--- src/verilog/acm_defines.vh ---
// Offsets, field positions, reset values and counts for the clock config block
`ifndef ACM_DEFINES_VH
`define ACM_DEFINES_VH
// ==========================================================
// Register offsets
`define ACM_ADDR_MST_CFG0 8'h13
`define ACM_ADDR_RATE_RATIO 8'h14
`define ACM_ADDR_MON_STATUS 8'h15
`define ACM_ADDR_CLOCK_SOURCE_CONFIG 8'h16
`define ACM_ADDR_MIC_DIV 8'h1F
// ==========================================================
// Reset values
`define ACM_RST_MST_CFG0 8'h02
`define ACM_RST_RATE_RATIO 8'h48
`define ACM_RST_MON_STATUS 8'hFF
`define ACM_RST_CLOCK_SOURCE_CONFIG 8'h10
`define ACM_RST_MIC_DIV 8'h40
// ==========================================================
// Field positions
`define ACM_ROLE_BIT 7
`define ACM_AUTO_DIS_BIT 6
`define ACM_PLL_DIS_BIT 5
`define ACM_FAMILY_BIT 3
`define ACM_ROOT_SRC_BIT 7
`define ACM_SPEC_MODE_BIT 6
`define ACM_INV_BIT 1
// ==========================================================
// Codes and monitor timing
`define ACM_CODE_INVALID 4'hF
`define ACM_RATE_CODES 4'h9
`define ACM_RATIO_CODES 4'hD
`define ACM_CLK_HZ 25000000
`define ACM_MON_WINDOW_MS 1
`endif

--- src/verilog/acm_period_meter.v ---
// Edge-to-edge period counter for one synchronised input level
`timescale 1ns/10ps
module acm_period_meter
(
  // Clock and reset
  input wire core_clk,
  input wire rst_n,
  // Synchronised level and measure window
  input wire level,
  input wire gate,
  // Count between two rising edges of level
  output reg [23:0] edge_count,
  output reg [11:0] rise_count,
  output reg fresh
);
  reg prev;
  reg [23:0] run;
  // ==========================================================
  // Counters
  always @(posedge core_clk)
  begin
    if (!rst_n)
    begin
      prev <= 1'b0;
      run <= 24'h000000;
      edge_count <= 24'h000000;
      rise_count <= 12'h000;
      fresh <= 1'b0;
    end
    else
    begin
      prev <= level;
      fresh <= 1'b0;
      if (level && !prev)
      begin
        edge_count <= run;
        run <= 24'h000001;
        fresh <= 1'b1;
        // Saturate so a stuck count never wraps to a valid value
        if (rise_count != 12'hFFF)
          rise_count <= rise_count + 12'h001;
      end
      else if (run != 24'hFFFFFF)
        run <= run + 24'h000001;
      if (gate)
        rise_count <= 12'h000;
    end
  end
endmodule // acm_period_meter

--- src/verilog/acm_clk_divider.v ---
// Programmable divider that makes the microphone clock from the core clock
`timescale 1ns/10ps
module acm_clk_divider
(
  // Clock and reset
  input wire core_clk,
  input wire rst_n,
  // Half period in root ticks and root tick strobe
  input wire [7:0] half_period,
  input wire tick,
  // Divided clock
  output reg clk_out
);
  reg [7:0] cnt;
  // ==========================================================
  // Divider
  always @(posedge core_clk)
  begin
    if (!rst_n)
    begin
      cnt <= 8'h00;
      clk_out <= 1'b0;
    end
    else if (tick)
    begin
      if (cnt + 8'h01 >= half_period)
      begin
        cnt <= 8'h00;
        clk_out <= ~clk_out;
      end
      else
        cnt <= cnt + 8'h01;
    end
  end
endmodule // acm_clk_divider

--- src/verilog/acm_clock_config.v ---
// Audio bus clock configuration, monitor and microphone clock generation
// Operation
// - Rate code 0-8 selects frame rate
// - Ratio code 0-12 selects bitclk ratio
// - Slave auto mode ignores programmed rate, ratio
// - Detected rate status, 15 invalid, reset 1111b
// - Detected ratio status, 15 flags invalid
// - Slave auto no-PLL root: bitclk or refclk
// - Spec mode picks fixed freq or ratio in auto mode only
// - Refclk ratio field selects 64..2304
// - Master frame sync from inverted bitclk
// - Divider code sets microphone clock rate
// - Family bit chooses 48k or 44.1k
// - Role bit: slave inputs, master drives
// - PLL disable bit turns PLL off in auto mode only
`timescale 1ns/10ps
`include "acm_defines.vh"
module acm_clock_config
(
  // Clock and reset
  input wire core_clk,
  input wire rst_n,
  // Register port
  input wire [7:0] reg_addr,
  input wire [7:0] reg_wdata,
  input wire reg_wr,
  output reg [7:0] reg_rdata,
  // Audio bus clocks, two-way
  input wire bitclk_in,
  output reg bitclk_out,
  output wire bitclk_oe,
  input wire frame_sync_in,
  output reg frame_sync_out,
  output wire frame_sync_oe,
  // Reference clock input
  input wire refclk_in,
  // Microphone clock and clock tree state
  output wire mic_clock_out,
  output wire pll_enable,
  output wire root_is_refclk,
  output reg [15:0] refclk_ratio,
  output wire refclk_from_ratio,
  output wire [2:0] refclk_fixed_freq
);
  // ==========================================================
  // Registers
  reg [7:0] mst_cfg0;
  reg [7:0] master_rate_ratio_config;
  reg [7:0] clock_source_config;
  reg [7:0] mic_clock_divider_config;
  reg [3:0] detected_frame_rate;
  reg [3:0] detected_bitclk_frame_ratio;
  wire bus_role_select = mst_cfg0[`ACM_ROLE_BIT];
  wire auto_cfg = ~mst_cfg0[`ACM_AUTO_DIS_BIT];
  wire auto_pll_disable = mst_cfg0[`ACM_PLL_DIS_BIT];
  wire rate_family_select = mst_cfg0[`ACM_FAMILY_BIT];
  wire slave_root_source_select = clock_source_config[`ACM_ROOT_SRC_BIT];
  wire refclk_spec_mode = clock_source_config[`ACM_SPEC_MODE_BIT];
  wire invert_bitclk_for_framegen = clock_source_config[`ACM_INV_BIT];
  wire [3:0] programmed_frame_rate = master_rate_ratio_config[7:4];
  wire [3:0] programmed_bitclk_frame_ratio = master_rate_ratio_config[3:0];
  wire [2:0] refclk_ratio_sel = clock_source_config[5:3];
  wire [1:0] mic_clock_divider = mic_clock_divider_config[1:0];
  // Reserved bits are stored as written; software keeps them at reset
  always @(posedge core_clk)
  begin
    if (!rst_n)
    begin
      mst_cfg0 <= `ACM_RST_MST_CFG0;
      master_rate_ratio_config <= `ACM_RST_RATE_RATIO;
      clock_source_config <= `ACM_RST_CLOCK_SOURCE_CONFIG;
      mic_clock_divider_config <= `ACM_RST_MIC_DIV;
    end
    else if (reg_wr)
    begin
      case (reg_addr)
        `ACM_ADDR_MST_CFG0: mst_cfg0 <= reg_wdata;
        `ACM_ADDR_RATE_RATIO: master_rate_ratio_config <= reg_wdata;
        `ACM_ADDR_CLOCK_SOURCE_CONFIG: clock_source_config <= reg_wdata;
        `ACM_ADDR_MIC_DIV: mic_clock_divider_config <= reg_wdata;
        default: mst_cfg0 <= mst_cfg0;
      endcase
    end
  end
  // Reads are pure muxes, status is never disturbed
  always @*
  begin
    case (reg_addr)
      `ACM_ADDR_MST_CFG0: reg_rdata = mst_cfg0;
      `ACM_ADDR_RATE_RATIO: reg_rdata = master_rate_ratio_config;
      `ACM_ADDR_MON_STATUS: reg_rdata = {detected_frame_rate,
        detected_bitclk_frame_ratio};
      `ACM_ADDR_CLOCK_SOURCE_CONFIG: reg_rdata = clock_source_config;
      `ACM_ADDR_MIC_DIV: reg_rdata = mic_clock_divider_config;
      default: reg_rdata = 8'h00;
    endcase
  end
  // ==========================================================
  // Code maps
  function [15:0] ratio_of;
    input [3:0] code;
    begin
      case (code)
        4'h0: ratio_of = 16'h0010;
        4'h1: ratio_of = 16'h0018;
        4'h2: ratio_of = 16'h0020;
        4'h3: ratio_of = 16'h0030;
        4'h4: ratio_of = 16'h0040;
        4'h5: ratio_of = 16'h0060;
        4'h6: ratio_of = 16'h0080;
        4'h7: ratio_of = 16'h00C0;
        4'h8: ratio_of = 16'h0100;
        4'h9: ratio_of = 16'h0180;
        4'hA: ratio_of = 16'h0200;
        4'hB: ratio_of = 16'h0400;
        4'hC: ratio_of = 16'h0800;
        default: ratio_of = 16'h0000;
      endcase
    end
  endfunction
  // Frame rate in 8 kHz units, family scaling applied separately
  function [6:0] rate_units;
    input [3:0] code;
    begin
      case (code)
        4'h0: rate_units = 7'h01;
        4'h1: rate_units = 7'h02;
        4'h2: rate_units = 7'h03;
        4'h3: rate_units = 7'h04;
        4'h4: rate_units = 7'h06;
        4'h5: rate_units = 7'h0C;
        4'h6: rate_units = 7'h18;
        4'h7: rate_units = 7'h30;
        4'h8: rate_units = 7'h60;
        default: rate_units = 7'h00;
      endcase
    end
  endfunction
  always @*
  begin
    case (refclk_ratio_sel)
      3'h0: refclk_ratio = 16'h0040;
      3'h1: refclk_ratio = 16'h0100;
      3'h2: refclk_ratio = 16'h0180;
      3'h3: refclk_ratio = 16'h0200;
      3'h4: refclk_ratio = 16'h0300;
      3'h5: refclk_ratio = 16'h0400;
      3'h6: refclk_ratio = 16'h0600;
      default: refclk_ratio = 16'h0900;
    endcase
  end
  // ==========================================================
  // Clock tree selection
  wire slave_auto = !bus_role_select && auto_cfg;
  assign pll_enable = !(auto_cfg && auto_pll_disable);
  assign root_is_refclk = slave_auto && auto_pll_disable
    && slave_root_source_select;
  assign refclk_from_ratio = auto_cfg && refclk_spec_mode;
  assign refclk_fixed_freq = mst_cfg0[2:0];
  // ==========================================================
  // Input synchronisers
  reg [1:0] bclk_sync;
  reg [1:0] frame_sync_sync;
  reg [1:0] ref_sync;
  always @(posedge core_clk)
  begin
    if (!rst_n)
    begin
      bclk_sync <= 2'b00;
      frame_sync_sync <= 2'b00;
      ref_sync <= 2'b00;
    end
    else
    begin
      bclk_sync <= {bclk_sync[0], bitclk_in};
      frame_sync_sync <= {frame_sync_sync[0], frame_sync_in};
      ref_sync <= {ref_sync[0], refclk_in};
    end
  end
  // ==========================================================
  // Master-side bus clock generation
  // Phase accumulator keeps the average rate exact; edges jitter one cycle
  reg [15:0] bit_in_frame;
  reg [31:0] phase;
  wire [15:0] frame_bits = ratio_of(programmed_bitclk_frame_ratio);
  wire [6:0] units = rate_units(programmed_frame_rate);
  // Toggle step per core cycle, limited to half the core rate
  wire [31:0] bit_hz = {25'h0000000, units} * (rate_family_select ?
    32'd7350 : 32'd8000) * {16'h0000, frame_bits};
  wire [31:0] bit_step = (bit_hz > `ACM_CLK_HZ / 2) ? `ACM_CLK_HZ :
    bit_hz * 32'h00000002;
  wire master_on = bus_role_select;
  wire gen_ok = !slave_auto && units != 7'h00 && frame_bits != 16'h0000;
  reg bclk_prev;
  always @(posedge core_clk)
  begin
    if (!rst_n)
    begin
      phase <= 32'h00000000;
      bitclk_out <= 1'b0;
      bclk_prev <= 1'b0;
      bit_in_frame <= 16'h0000;
      frame_sync_out <= 1'b0;
    end
    else if (master_on && gen_ok)
    begin
      bclk_prev <= bitclk_out;
      if (phase + bit_step >= `ACM_CLK_HZ)
      begin
        phase <= phase + bit_step - `ACM_CLK_HZ;
        bitclk_out <= ~bitclk_out;
      end
      else
        phase <= phase + bit_step;
      // Frame edge is launched on the selected bit clock edge
      if ((invert_bitclk_for_framegen ? (bclk_prev && !bitclk_out)
        : (!bclk_prev && bitclk_out)))
      begin
        if (bit_in_frame + 16'h0001 >= frame_bits)
          bit_in_frame <= 16'h0000;
        else
          bit_in_frame <= bit_in_frame + 16'h0001;
        frame_sync_out <= (bit_in_frame + 16'h0001 >= frame_bits);
      end
    end
    else
    begin
      bitclk_out <= 1'b0;
      frame_sync_out <= 1'b0;
      bit_in_frame <= 16'h0000;
    end
  end
  assign bitclk_oe = master_on;
  assign frame_sync_oe = master_on;
  // ==========================================================
  // Clock monitor
  // Bit clock edges per frame give the ratio; frame period gives the rate
  wire [23:0] frame_period;
  wire [11:0] bits_seen;
  wire frame_fresh;
  wire [23:0] unused_period;
  wire [11:0] unused_bits;
  wire unused_fresh;
  reg [15:0] bit_count;
  reg bprev;
  always @(posedge core_clk)
  begin
    if (!rst_n)
    begin
      bit_count <= 16'h0000;
      bprev <= 1'b0;
    end
    else
    begin
      bprev <= bclk_sync[1];
      if (frame_fresh)
        bit_count <= 16'h0000;
      else if (bclk_sync[1] && !bprev && bit_count != 16'hFFFF)
        bit_count <= bit_count + 16'h0001;
    end
  end
  acm_period_meter u_frame_meter
  (
    .core_clk(core_clk),
    .rst_n(rst_n),
    .level(frame_sync_sync[1]),
    .gate(1'b0),
    .edge_count(frame_period),
    .rise_count(bits_seen),
    .fresh(frame_fresh)
  );
  acm_period_meter u_ref_meter
  (
    .core_clk(core_clk),
    .rst_n(rst_n),
    .level(ref_sync[1]),
    .gate(frame_fresh),
    .edge_count(unused_period),
    .rise_count(unused_bits),
    .fresh(unused_fresh)
  );
  // Match frame period against each rate code within two core cycles; bit count must match the ratio exactly
  integer i;
  reg [3:0] next_rate;
  reg [3:0] next_ratio;
  reg [31:0] expect_p;
  reg [31:0] expect_q;
  always @*
  begin
    next_rate = `ACM_CODE_INVALID;
    next_ratio = `ACM_CODE_INVALID;
    expect_p = 32'h00000000;
    expect_q = 32'h00000000;
    for (i = 0; i < 9; i = i + 1)
    begin
      expect_p = `ACM_CLK_HZ / ({25'h0000000, rate_units(i[3:0])} * 8000);
      expect_q = `ACM_CLK_HZ / ({25'h0000000, rate_units(i[3:0])} * 7350);
      if (({8'h00, frame_period} + 32'd2 >= expect_p &&
        {8'h00, frame_period} <= expect_p + 32'd2) ||
        ({8'h00, frame_period} + 32'd2 >= expect_q &&
        {8'h00, frame_period} <= expect_q + 32'd2))
        next_rate = i[3:0];
    end
    for (i = 0; i < 13; i = i + 1)
      if (bit_count == ratio_of(i[3:0]))
        next_ratio = i[3:0];
  end
  always @(posedge core_clk)
  begin
    if (!rst_n)
    begin
      detected_frame_rate <= `ACM_CODE_INVALID;
      detected_bitclk_frame_ratio <= `ACM_CODE_INVALID;
    end
    else if (frame_fresh)
    begin
      detected_frame_rate <= next_rate;
      detected_bitclk_frame_ratio <= next_ratio;
    end
  end
  // ==========================================================
  // Microphone clock
  // Divides the core clock; 44.1k family rates are approximated
  reg [7:0] mic_half;
  always @*
  begin
    case (mic_clock_divider)
      2'h0: mic_half = 8'h04;
      2'h1: mic_half = 8'h08;
      2'h2: mic_half = 8'h10;
      default: mic_half = 8'h02;
    endcase
  end
  acm_clk_divider u_mic_div
  (
    .core_clk(core_clk),
    .rst_n(rst_n),
    .half_period(mic_half),
    .tick(1'b1),
    .clk_out(mic_clock_out)
  );
endmodule // acm_clock_config

--- config.mk ---
export PLATFORM = sky130hd
export DESIGN_NAME = acm_clock_config
export DESIGN_NICKNAME = d
export VERILOG_FILES = /design/src/verilog/acm_period_meter.v /design/src/verilog/acm_clk_divider.v /design/src/verilog/acm_clock_config.v
export VERILOG_INCLUDE_DIRS = /design/src /design/src/verilog
export SDC_FILE = /design/constraint.sdc
export NUM_CORES = 1
export LEC_CHECK = 0
export ABC_CLOCK_PERIOD_IN_PS = 18400
export CAP_MARGIN = 5
export CORE_MARGIN = 10
export CORE_UTILIZATION = 30
export CTS_CLUSTER_DIAMETER = 50
export DETAILED_ROUTE_END_ITERATION = 16
export DONT_BUFFER_PORTS = 1
export MAX_ROUTING_LAYER = met4
export PLACE_DENSITY_LB_ADDON = 0.12
export SLEW_MARGIN = 20
export SYNTH_ARGS = -nofsm -noshare
export SYNTH_HDL_FRONTEND = slang
export SYNTH_HIERARCHICAL = 1
export SYNTH_SLANG_ARGS = --single-unit
--- constraint.sdc ---
create_clock -name core_clk -period 18.4 [get_ports core_clk]
set_clock_uncertainty 0.2 [all_clocks]
set_input_delay 3.68 -clock core_clk [delete_from_list [all_inputs] [get_ports core_clk]]
set_output_delay 3.68 -clock core_clk [all_outputs]
set_load 0.02 [all_outputs]
# Word level (Yosys, flattened, before mapping)
# Memory sizes are Yosys's and may differ from the RTL's. A register that Yosys moved wholly into a read port is not among the register bits.
# Index checks and enable logic that the tools add are counted.
[op_classes] add_sub_neg=7 n_lt_le_gt_ge=40 n_bitwise=4 n_mux=37 multipliers=2 reduce_logical=60 eq_ne=28
[op_table] cell="$ge A32 B10 Y1 const B" n=4
[op_table] cell="$ge A32 B11 Y1 const B" n=4
[op_table] cell="$mux W4" n=26
[op_table] cell="$le A24 B10 Y1 const B" n=4
[op_table] cell="$le A24 B11 Y1 const B" n=4
[op_table] cell="$pmux W12 S7" n=1
[op_table] cell="$ge A32 B12 Y1 const B" n=2
[op_table] cell="$ge A32 B7 Y1 const B" n=2
[op_table] cell="$ge A32 B8 Y1 const B" n=2
[op_table] cell="$ge A32 B9 Y1 const B" n=2
[op_table] cell="$mux W32" n=2
[op_table] cell="$le A24 B12 Y1 const B" n=2
[op_table] cell="$le A24 B6 Y1 const B" n=2
[op_table] cell="$le A24 B7 Y1 const B" n=2
[op_table] cell="$le A24 B8 Y1 const B" n=2
[op_table] cell="$le A24 B9 Y1 const B" n=2
[op_table] cell="$eq A8 B5 Y1 const B" n=5
[op_table] cell="$pmux W8 S5" n=1
[op_table] cell="$add A16 B1 Y16 const B" n=2
[op_table] cell="$add A32 B32 Y32" n=1
[op_table] cell="$eq A16 B5 Y1 const B" n=2
[op_table] cell="$eq A16 B6 Y1 const B" n=2
[op_table] cell="$eq A16 B7 Y1 const B" n=2
[op_table] cell="$eq A16 B8 Y1 const B" n=2
[op_table] cell="other kinds (38)" n=98
[word_totals] elab_cells=202 reg_bits=171 inputBits=22 rom_bits=256 output_inout_bits=35 n_memories=2
[mem_list] memory="(no name shown)" words=16 width=9 rd=1 rd_clocked_by_memory_dff=1 write_ports=0 line_no="acm_clock_config.v:103" rtl="case (code)"
[mem_list] memory="(no name shown)" words=16 width=7 rd=1 rd_clocked_by_memory_dff=1 write_ports=0 line_no="acm_clock_config.v:125" rtl="case (code)"

# Longest topological paths before layout
# Gate-level depths: netlist (run 1).
[depth] depth_word=14 mapped_depth=59

# Cells and area by module
# The synthesis (run 1) kept the hierarchy.
[by_module_without_submodules] mod="acm_clock_config" cells_per_inst=2316 n_inst=1 area_each_um2=18174.9 seq_area_each_um2=2462.4
[by_module_without_submodules] mod="acm_period_meter" cells_per_inst=323 n_inst=1 area_each_um2=2762.6 seq_area_each_um2=1241.2
[by_module_without_submodules] mod="acm_clk_divider" cells_per_inst=71 n_inst=1 area_each_um2=640.6 seq_area_each_um2=180.2

# Least setup slack after synthesis (run 1)
# OpenSTA, ideal clock, no wires.
[synth_timing] kind="reg2reg" start="register mst_cfg0[3]" end="register phase[10]" path_buffers=3 setup_time_ps=74 stages_incl_launch_ff=51 arrival_ps=12679 setup_slack_ps=5447 period_less_slack_ps=12953 required_ps=18126 path_cell_list="dfxtp_1 > clkbuf_1 > nand2_1 > fa_1 > fa_1 > inv_1 > fa_1 > fa_1 > ha_1 > inv_1 > o21bai_1 > a21oi_1 > o21bai_1 > a211o_1 > a31oi_1 > or2_2 > xnor2_1 > and2_1 > [... 15 more ...] > a211oi_1 > nor4_4 > and2_0 > clkbuf_1 > nand2b_1 > fa_1 > a211oi_2 > o21ai_1 > or3b_1 > nor4b_4 > o2111ai_1 > a22oi_1 > a41oi_1 > o211a_4 > and2_4 > buf_6 > or4_1 > a31oi_1"
[synth_between] elab_chain_cells=8 word_cells_on_any_way=9 cone_classes="add/sub (2); mul (2); order compare (2); mux (3)"
[synth_rtl] element="start: declaration" line_no="acm_clock_config.v:47" rtl="reg [7:0] mst_cfg0;"
[synth_rtl] element="start signal: assignment" line_no="acm_clock_config.v:69" rtl="mst_cfg0 <= `ACM_RST_MST_CFG0;"
[synth_rtl] element="start signal: assignment" line_no="acm_clock_config.v:77" rtl="`ACM_ADDR_MST_CFG0: mst_cfg0 <= reg_wdata;"
[synth_rtl] element="start signal: assignment" line_no="acm_clock_config.v:81" rtl="default: mst_cfg0 <= mst_cfg0;"
[synth_rtl] element="$mux W10 *" line_no="acm_clock_config.v:188" rtl="wire [31:0] bit_hz = {25'h0000000, units} * (rate_family_select ?"
[synth_rtl] element="$mul A7 B13 Y20 *" line_no="acm_clock_config.v:188"
[synth_rtl] element="$mul A20 B16 Y32 *" line_no="acm_clock_config.v:189" rtl="32'd7350 : 32'd8000) * {16'h0000, frame_bits};"
[synth_rtl] element="$gt A32 B24 Y1" line_no="acm_clock_config.v:190" rtl="wire [31:0] bit_step = (bit_hz > `ACM_CLK_HZ / 2) ? `ACM_CLK_HZ :"
[synth_rtl] element="$mux W32 *" line_no="acm_clock_config.v:190"
[synth_rtl] element="$add A32 B32 Y32 *" line_no="acm_clock_config.v:208, acm_clock_config.v:210, acm_clock_config.v:214"
[synth_rtl] element="$sub A32 B25 Y32 (no source line) or $ge A32 B25 Y1 (tied branches)"
[synth_rtl] element="$mux W32 *" line_no="acm_clock_config.v:208" rtl="if (phase + bit_step >= `ACM_CLK_HZ)"
[synth_rtl] element="end signal: assignment" line_no="acm_clock_config.v:210" rtl="phase <= phase + bit_step - `ACM_CLK_HZ;"
[synth_rtl] element="end signal: assignment" line_no="acm_clock_config.v:214" rtl="phase <= phase + bit_step;"
[synth_rtl] element="end: declaration" line_no="acm_clock_config.v:184" rtl="reg [31:0] phase;"
# Every way passes the cells marked *; elsewhere a longest branch is shown, timed or not.
# A chain may end at the register's enable or synchronous reset.

# Final worst setup path (run 1)
[layout_timing] start="register mst_cfg0[3]" end="register phase[8]"
# Same word-level chain as after synthesis.

==> results.py, run 1 <==
metrics = {
    "run_status": {
        "run_status": "completed",
    },
    "finish": {
        "final_nets": 2957,
        "n_fill_cell": 7399,
        "n_antenna_cell": 0,
        "area_growth_pct": 6.36,
        "instances_no_fill": 3520,
        "drive_above_1_share_pct": 4.38,
        "final_util_pct": 32.1,
    },
    "clocking": {
        "clock_path_buffers": 2,
        "htreeDepth": 4,
        "post_cts_resized": 0,
        "cts.clk_slew.worst_paths_ps": 80,
        "cts_root_buf": "clkbuf_16",
        "cts_made_buffers": 17,
        "cts_setup_buffers": 0,
        "cts_tree": "done",
        "cts_hold_buf": 0,
        "insertion_delay_ps": 450,
        "clock_sink_count": 182,
    },
    "grt": {
        "grt_pass1_wl_mm": 96.0,
        "antenna_found_initial": 1,
        "grt_pass1_vias": 17900,
        "track_usage_pct": 14.7,
        "grt_max_degree": 68,
        "gr-total-overflow": 0,
    },
    "floorplan": {
        "die_w_um": 285,
        "start_util_pct": 30.2,
        "pin_count": 57,
        "die-area_sq_um": 81100,
        "die_h_um": 285,
        "core_sq_um": 69800,
        "fp-row-count": 97,
    },
    "yosys": {
        "ys.warnings.count": 6,
        "syn_area_per_cell_sq_um": 7.96,
        "synthCells": 2645,
        "syn_area_sq_um": 21000,
    },
    "power_and_ir_drop": {
        "vdd_drop_max_mv": 0.0479,
        "powerDensity_nw_per_um2": 37.9,
        "p_leak_nw": 9.93,
    },
    "critical_path": {
        "cpMostUsedCell": "fa_1",
        "cpMaxStageDelayCell": "nor4_4",
        "critical_path_class": "register to register",
        "worstPathMaxFanout": 15,
        "crit_arrival_ps": 15820,
        "cpPeakStageDelay_ps": 740,
        "worstSetupEndpointType": "register",
        "worstSetupStartpointType": "register",
        "cp_data_required_time_ps": 18550,
        "reg2reg_slack_ps": 2730,
    },
    "sta": {
        "worst_pin_slew_ps": 1040,
        "slew_violations": 0,
        "fmax_mhz": 63.8,
        "rsz0062_at_grt": "false",
        "hold_viol": 0,
        "whs_ps": 250,
        "fin_crit_ps": 15670,
        "fin_crit_sh_pct": 85.2,
        "tns_ps": 0,
        "setup_viol": 0,
        "maxSlewHeadroom_pct": 30.7,
    },
    "drt": {
        "routed_wl_mm": 58.3,
        "first_iter_violations": 1219,
        "drc": 0,
        "avgRoutedWirePerCell_um": 16.6,
        "via_per_inst": 5.08,
        "firstDrtPassIters": 7,
        "ant_nets": 0,
        "vias": 17900,
    },
    "placed_design": {
        "placed_cells": 3488,
        "gp_congestion": 0.876,
        "portBuffers": 0,
        "hpwl_mm": 45.1,
    },
    "hold_path": {
        "hold_path.class": "register to register",
    },
    "flow_run": {
        "cap_viol_max_count": 0,
    },
}
## registers in the layout (all words and copies together) (netlist names)
register	count
mst_cfg0	8
clock_source_config	8
u_frame_meter/run	24
phase	27
bitclk_out	1
u_frame_meter/fresh	1
units	7
bprev	1
bit_count	16
frame_sync_sync	2
mic_clock_divider_config	8
u_frame_meter/prev	1
detected_frame_rate	4
frame_bits	9
u_mic_div/clk_out	1
bclk_sync	2
master_rate_ratio_config	8
frame_sync_out	1
u_mic_div/cnt	8
bclk_prev	1
detected_bitclk_frame_ratio	4
bit_in_frame	16
u_frame_meter/edge_count	24
## power breakdown
group / switching (mW) / internal [mW] / total (mW)
Sequential: 0.00292 / 0.396 / 0.399
Combinational: 0.0582 / 0.0322 / 0.0904
Clock: 0.176 / 0.183 / 0.359
## worst paths after layout
check / start / endpoint / cells past startpoint
worst max-delay path: mst_cfg0[3] / phase[8] / 48
worst min-delay path: bclk_sync[0] / bclk_sync[1] / 1
worst max register to register: mst_cfg0[3] / phase[8] / 48
worst min register to register: bclk_sync[0] / bclk_sync[1] / 1
## worst max-delay path, delay by kind of cell (launching register included)
kind	cells	cell delay, ps
xor gates and xnor gates	2	910
and+or+nand+nor	11	3710
DFF	1	660
adders and majority gates	12	5360
AOI/OAI and AO/OA	17	3930
buffers and inverters	6	700
## stage by stage
stage          power (mW)  setup slack, ps  instance area [sq um]
6_report            0.849             2730                  22400
5_1_grt             0.889             1540                  22400
4_1_cts             0.864             2510                  22400
3_5_place_dp        0.498             2580                  21800
3_3_place_gp        0.498             2740                  21800
2_1_floorplan       0.482             5450                  21100
## routing by layer
metal / vias to the layer above / routed length [um] / global-route usage (%)
met5: - / 0 / -
met4: 0 / 874 / 3.12
met3: 42 / 1500 / 1.17
met2: 291 / 28200 / 24.7
met1: 8661 / 27700 / 19.0
li1: 8900 / - / -
## layout make-up
class,count,area [sq um],share of cell area [%]
Multi-Input combinational cell,2051,15700,70.3
Sequential cell,182,3640,16.3
Tap cell,940,1180,5.26
Timing Repair Buffer,19,143,0.637
Clock buffer,18,439,1.96
Clock inverter,14,129,0.576
Inverter,296,1110,4.96
## placed cells by master, fill, tap and decap left out, drive strengths merged, types with 19 or more instances in the layout
master  instances
a211oi         22
a21boi         31
a21o           22
a21oi         155
a31oi          32
and2          110
and3           41
buf            19
conb           23
dfxtp         182
fa            156
ha            212
inv           305
nand2         311
nand2b         34
nand3         131
nand4          33
nor2          152
nor2b          23
nor3           57
nor4           24
o21ai         108
or3            21
xnor2          86
xor2           34
No activity file was read; power rests on OpenSTA's default activity.
==> run 2: changes to the inputs <==
- ABC_CLOCK_PERIOD_IN_PS: 18400 -> 18500
- clock period: 18.4 -> 18.5 ns (I/O delays scaled with it)
==> results.py, run 2 (same netlist as run 1, synthesis figures left out) <==
metrics = {
    "floorplan": {
        "die_h_um": 285,
        "start_util_pct": 30.2,
        "fp-row-count": 97,
        "pin_count": 57,
        "die_w_um": 285,
        "core_sq_um": 69800,
        "die-area_sq_um": 81100,
    },
    "power_and_ir_drop": {
        "swShare_pct": 26.2,
        "p_int_mw": 0.640,
        "p_leak_nw": 9.93,
        "vdd_drop_max_mv": 0.0440,
        "p_comb_share_pct": 10.4,
        "switchingPower_mw": 0.227,
        "powerDensity_nw_per_um2": 38.7,
        "p_clk_share_pct": 43.9,
        "seqPwrFrac_pct": 45.7,
    },
    "grt": {
        "grt_pass1_vias": 17800,
        "antenna_found_initial": 1,
        "grt_use_met3_pct": 1.14,
        "grt_pass1_wl_mm": 96.3,
        "grt_max_degree": 68,
        "gr-total-overflow": 0,
        "busiest_layer": "met2",
        "grt.met1_usage_pct": 19.2,
        "track_usage_pct": 14.7,
        "grtUsageMet2_pct": 24.7,
    },
    "sta": {
        "hold_viol": 0,
        "tns_ps": 0,
        "fmax_mhz": 63.8,
        "rsz0062_at_grt": "false",
        "slew_violations": 0,
        "fin_crit_ps": 15680,
        "fin_ws_ps": 2820,
        "fin_crit_sh_pct": 84.8,
        "setup_viol": 0,
        "worst_pin_slew_ps": 1130,
        "maxSlewHeadroom_pct": 24.5,
    },
    "drt": {
        "routed_wl_mm": 58.7,
        "via_per_inst": 5.08,
        "ant_nets": 0,
        "avgRoutedWirePerCell_um": 16.7,
        "drc": 0,
        "first_iter_violations": 1048,
        "vias": 17900,
        "firstDrtPassIters": 6,
    },
    "critical_path": {
        "cpMostUsedCell": "fa_1",
        "worstPathMaxFanout": 15,
        "worstSetupStartpointType": "register",
        "worstSetupEndpointType": "register",
        "critical_path_class": "register to register",
        "cp_data_required_time_ps": 18640,
        "crit_arrival_ps": 15830,
        "cpMaxStageDelayCell": "nor4_4",
        "cpPeakStageDelay_ps": 750,
    },
    "placed_design": {
        "portBuffers": 0,
        "pre_cts_ws_ps": 2690,
        "gp_congestion": 0.879,
        "hpwl_mm": 45.2,
    },
    "finish": {
        "top_regs": "phase (27), u_frame_meter/edge_count (24), u_frame_meter/run (24)",
        "layout_common_cells": "nand2_1, inv_1, ha_1",
        "largest_register": "phase",
        "largest_reg_flops": 27,
        "final_common_cell": "nand2_1",
        "final_nets": 2957,
        "n_antenna_cell": 0,
        "drive_above_1_share_pct": 4.27,
        "area_growth_pct": 6.51,
        "n_fill_cell": 7491,
    },
    "clocking": {
        "clock_sink_count": 182,
        "cts_setup_buffers": 0,
        "cts_made_buffers": 17,
        "cts_tree": "done",
        "htreeDepth": 4,
        "cts_root_buf": "clkbuf_16",
        "post_cts_resized": 0,
        "clock_path_buffers": 2,
        "cts_hold_buf": 0,
        "insertion_delay_ps": 450,
        "cts.clk_slew.worst_paths_ps": 70,
    },
    "flow_run": {
        "cap_viol_max_count": 0,
    },
    "hold_path": {
        "hold_path.class": "register to register",
    },
    "run_status": {
        "run_status": "completed",
    },
}
==> run 2: cell count changes in the layout (fill, tap and decap cells not counted), sizes merged <==
| cell | delta |
|---|---|
| clkbuf | +1 |
| inv | -5 |
| clkinvlp | +1 |
| clkinv | -1 |
| bufinv | +3 |
==> run 2: metrics by stage <==
step / cells / hold slack (ps) / cell area [sq um] / util [%] / total power, mW
detailed placement: 3488 / 226 / 21800 / 31.3 / 0.495
global placement: 3488 / 224 / 21800 / 31.3 / 0.495
global route: 3519 / 271 / 22400 / 32.1 / 0.906
CTS: 3519 / 256 / 22400 / 32.1 / 0.882
floorplan: 2666 / 212 / 21100 / - / 0.479
finish: 3519 / 256 / 22400 / 32.1 / 0.868
==> run 2: area by class of cell <==
| class | count | area, sq um | area share, % |
|---|---|---|---|
| multi-input combinational | 2051 | 15700 | 70.2 |
| sequential | 182 | 3640 | 16.3 |
| tap | 940 | 1180 | 5.25 |
| inverter | 296 | 1110 | 4.96 |
| clock buffer | 19 | 433 | 1.93 |
| clock inverter | 12 | 168 | 0.748 |
| timing repair buffer | 19 | 143 | 0.636 |
==> run 2: path summary, 6_finish.rpt <==
path	startpoint	end	slack, ps	depth (start not counted)
max	mst_cfg0[3]	phase[8]	2820	48
min	bclk_sync[0]	bclk_sync[1]	260	1
max reg2reg	mst_cfg0[3]	phase[8]	2820	48
min reg2reg	bclk_sync[0]	bclk_sync[1]	260	1
==> run 2: critical path: cells and delay by family, from the launching register on <==
family | cells | cell delay, ps
AO/OA/AOI/OAI | 18 | 4120
XOR/XNOR | 2 | 900
adder cells (fa/ha/maj) | 12 | 5330
flip-flops | 1 | 660
AND/OR/NAND/NOR | 11 | 3720
buffers and inverters | 5 | 590
==> run 2: layer usage <==
metal  vias to the layer above  wire length (um)
met5                         -                 0
met4                         0               862
met3                        59              1420
met2                       270             28100
met1                      8676             28300
li1                       8888                 -
==> run 2: power groups by stage <==
stage / logic (mW) / registers [mW] / clock network (mW)
2_1_floorplan: 0.0747 / 0.405 / 0
3_3_place_gp: 0.0894 / 0.406 / 0
3_5_place_dp: 0.0896 / 0.406 / 0
4_1_cts: 0.0904 / 0.397 / 0.395
5_1_grt: 0.102 / 0.397 / 0.407
6_report: 0.0898 / 0.397 / 0.381
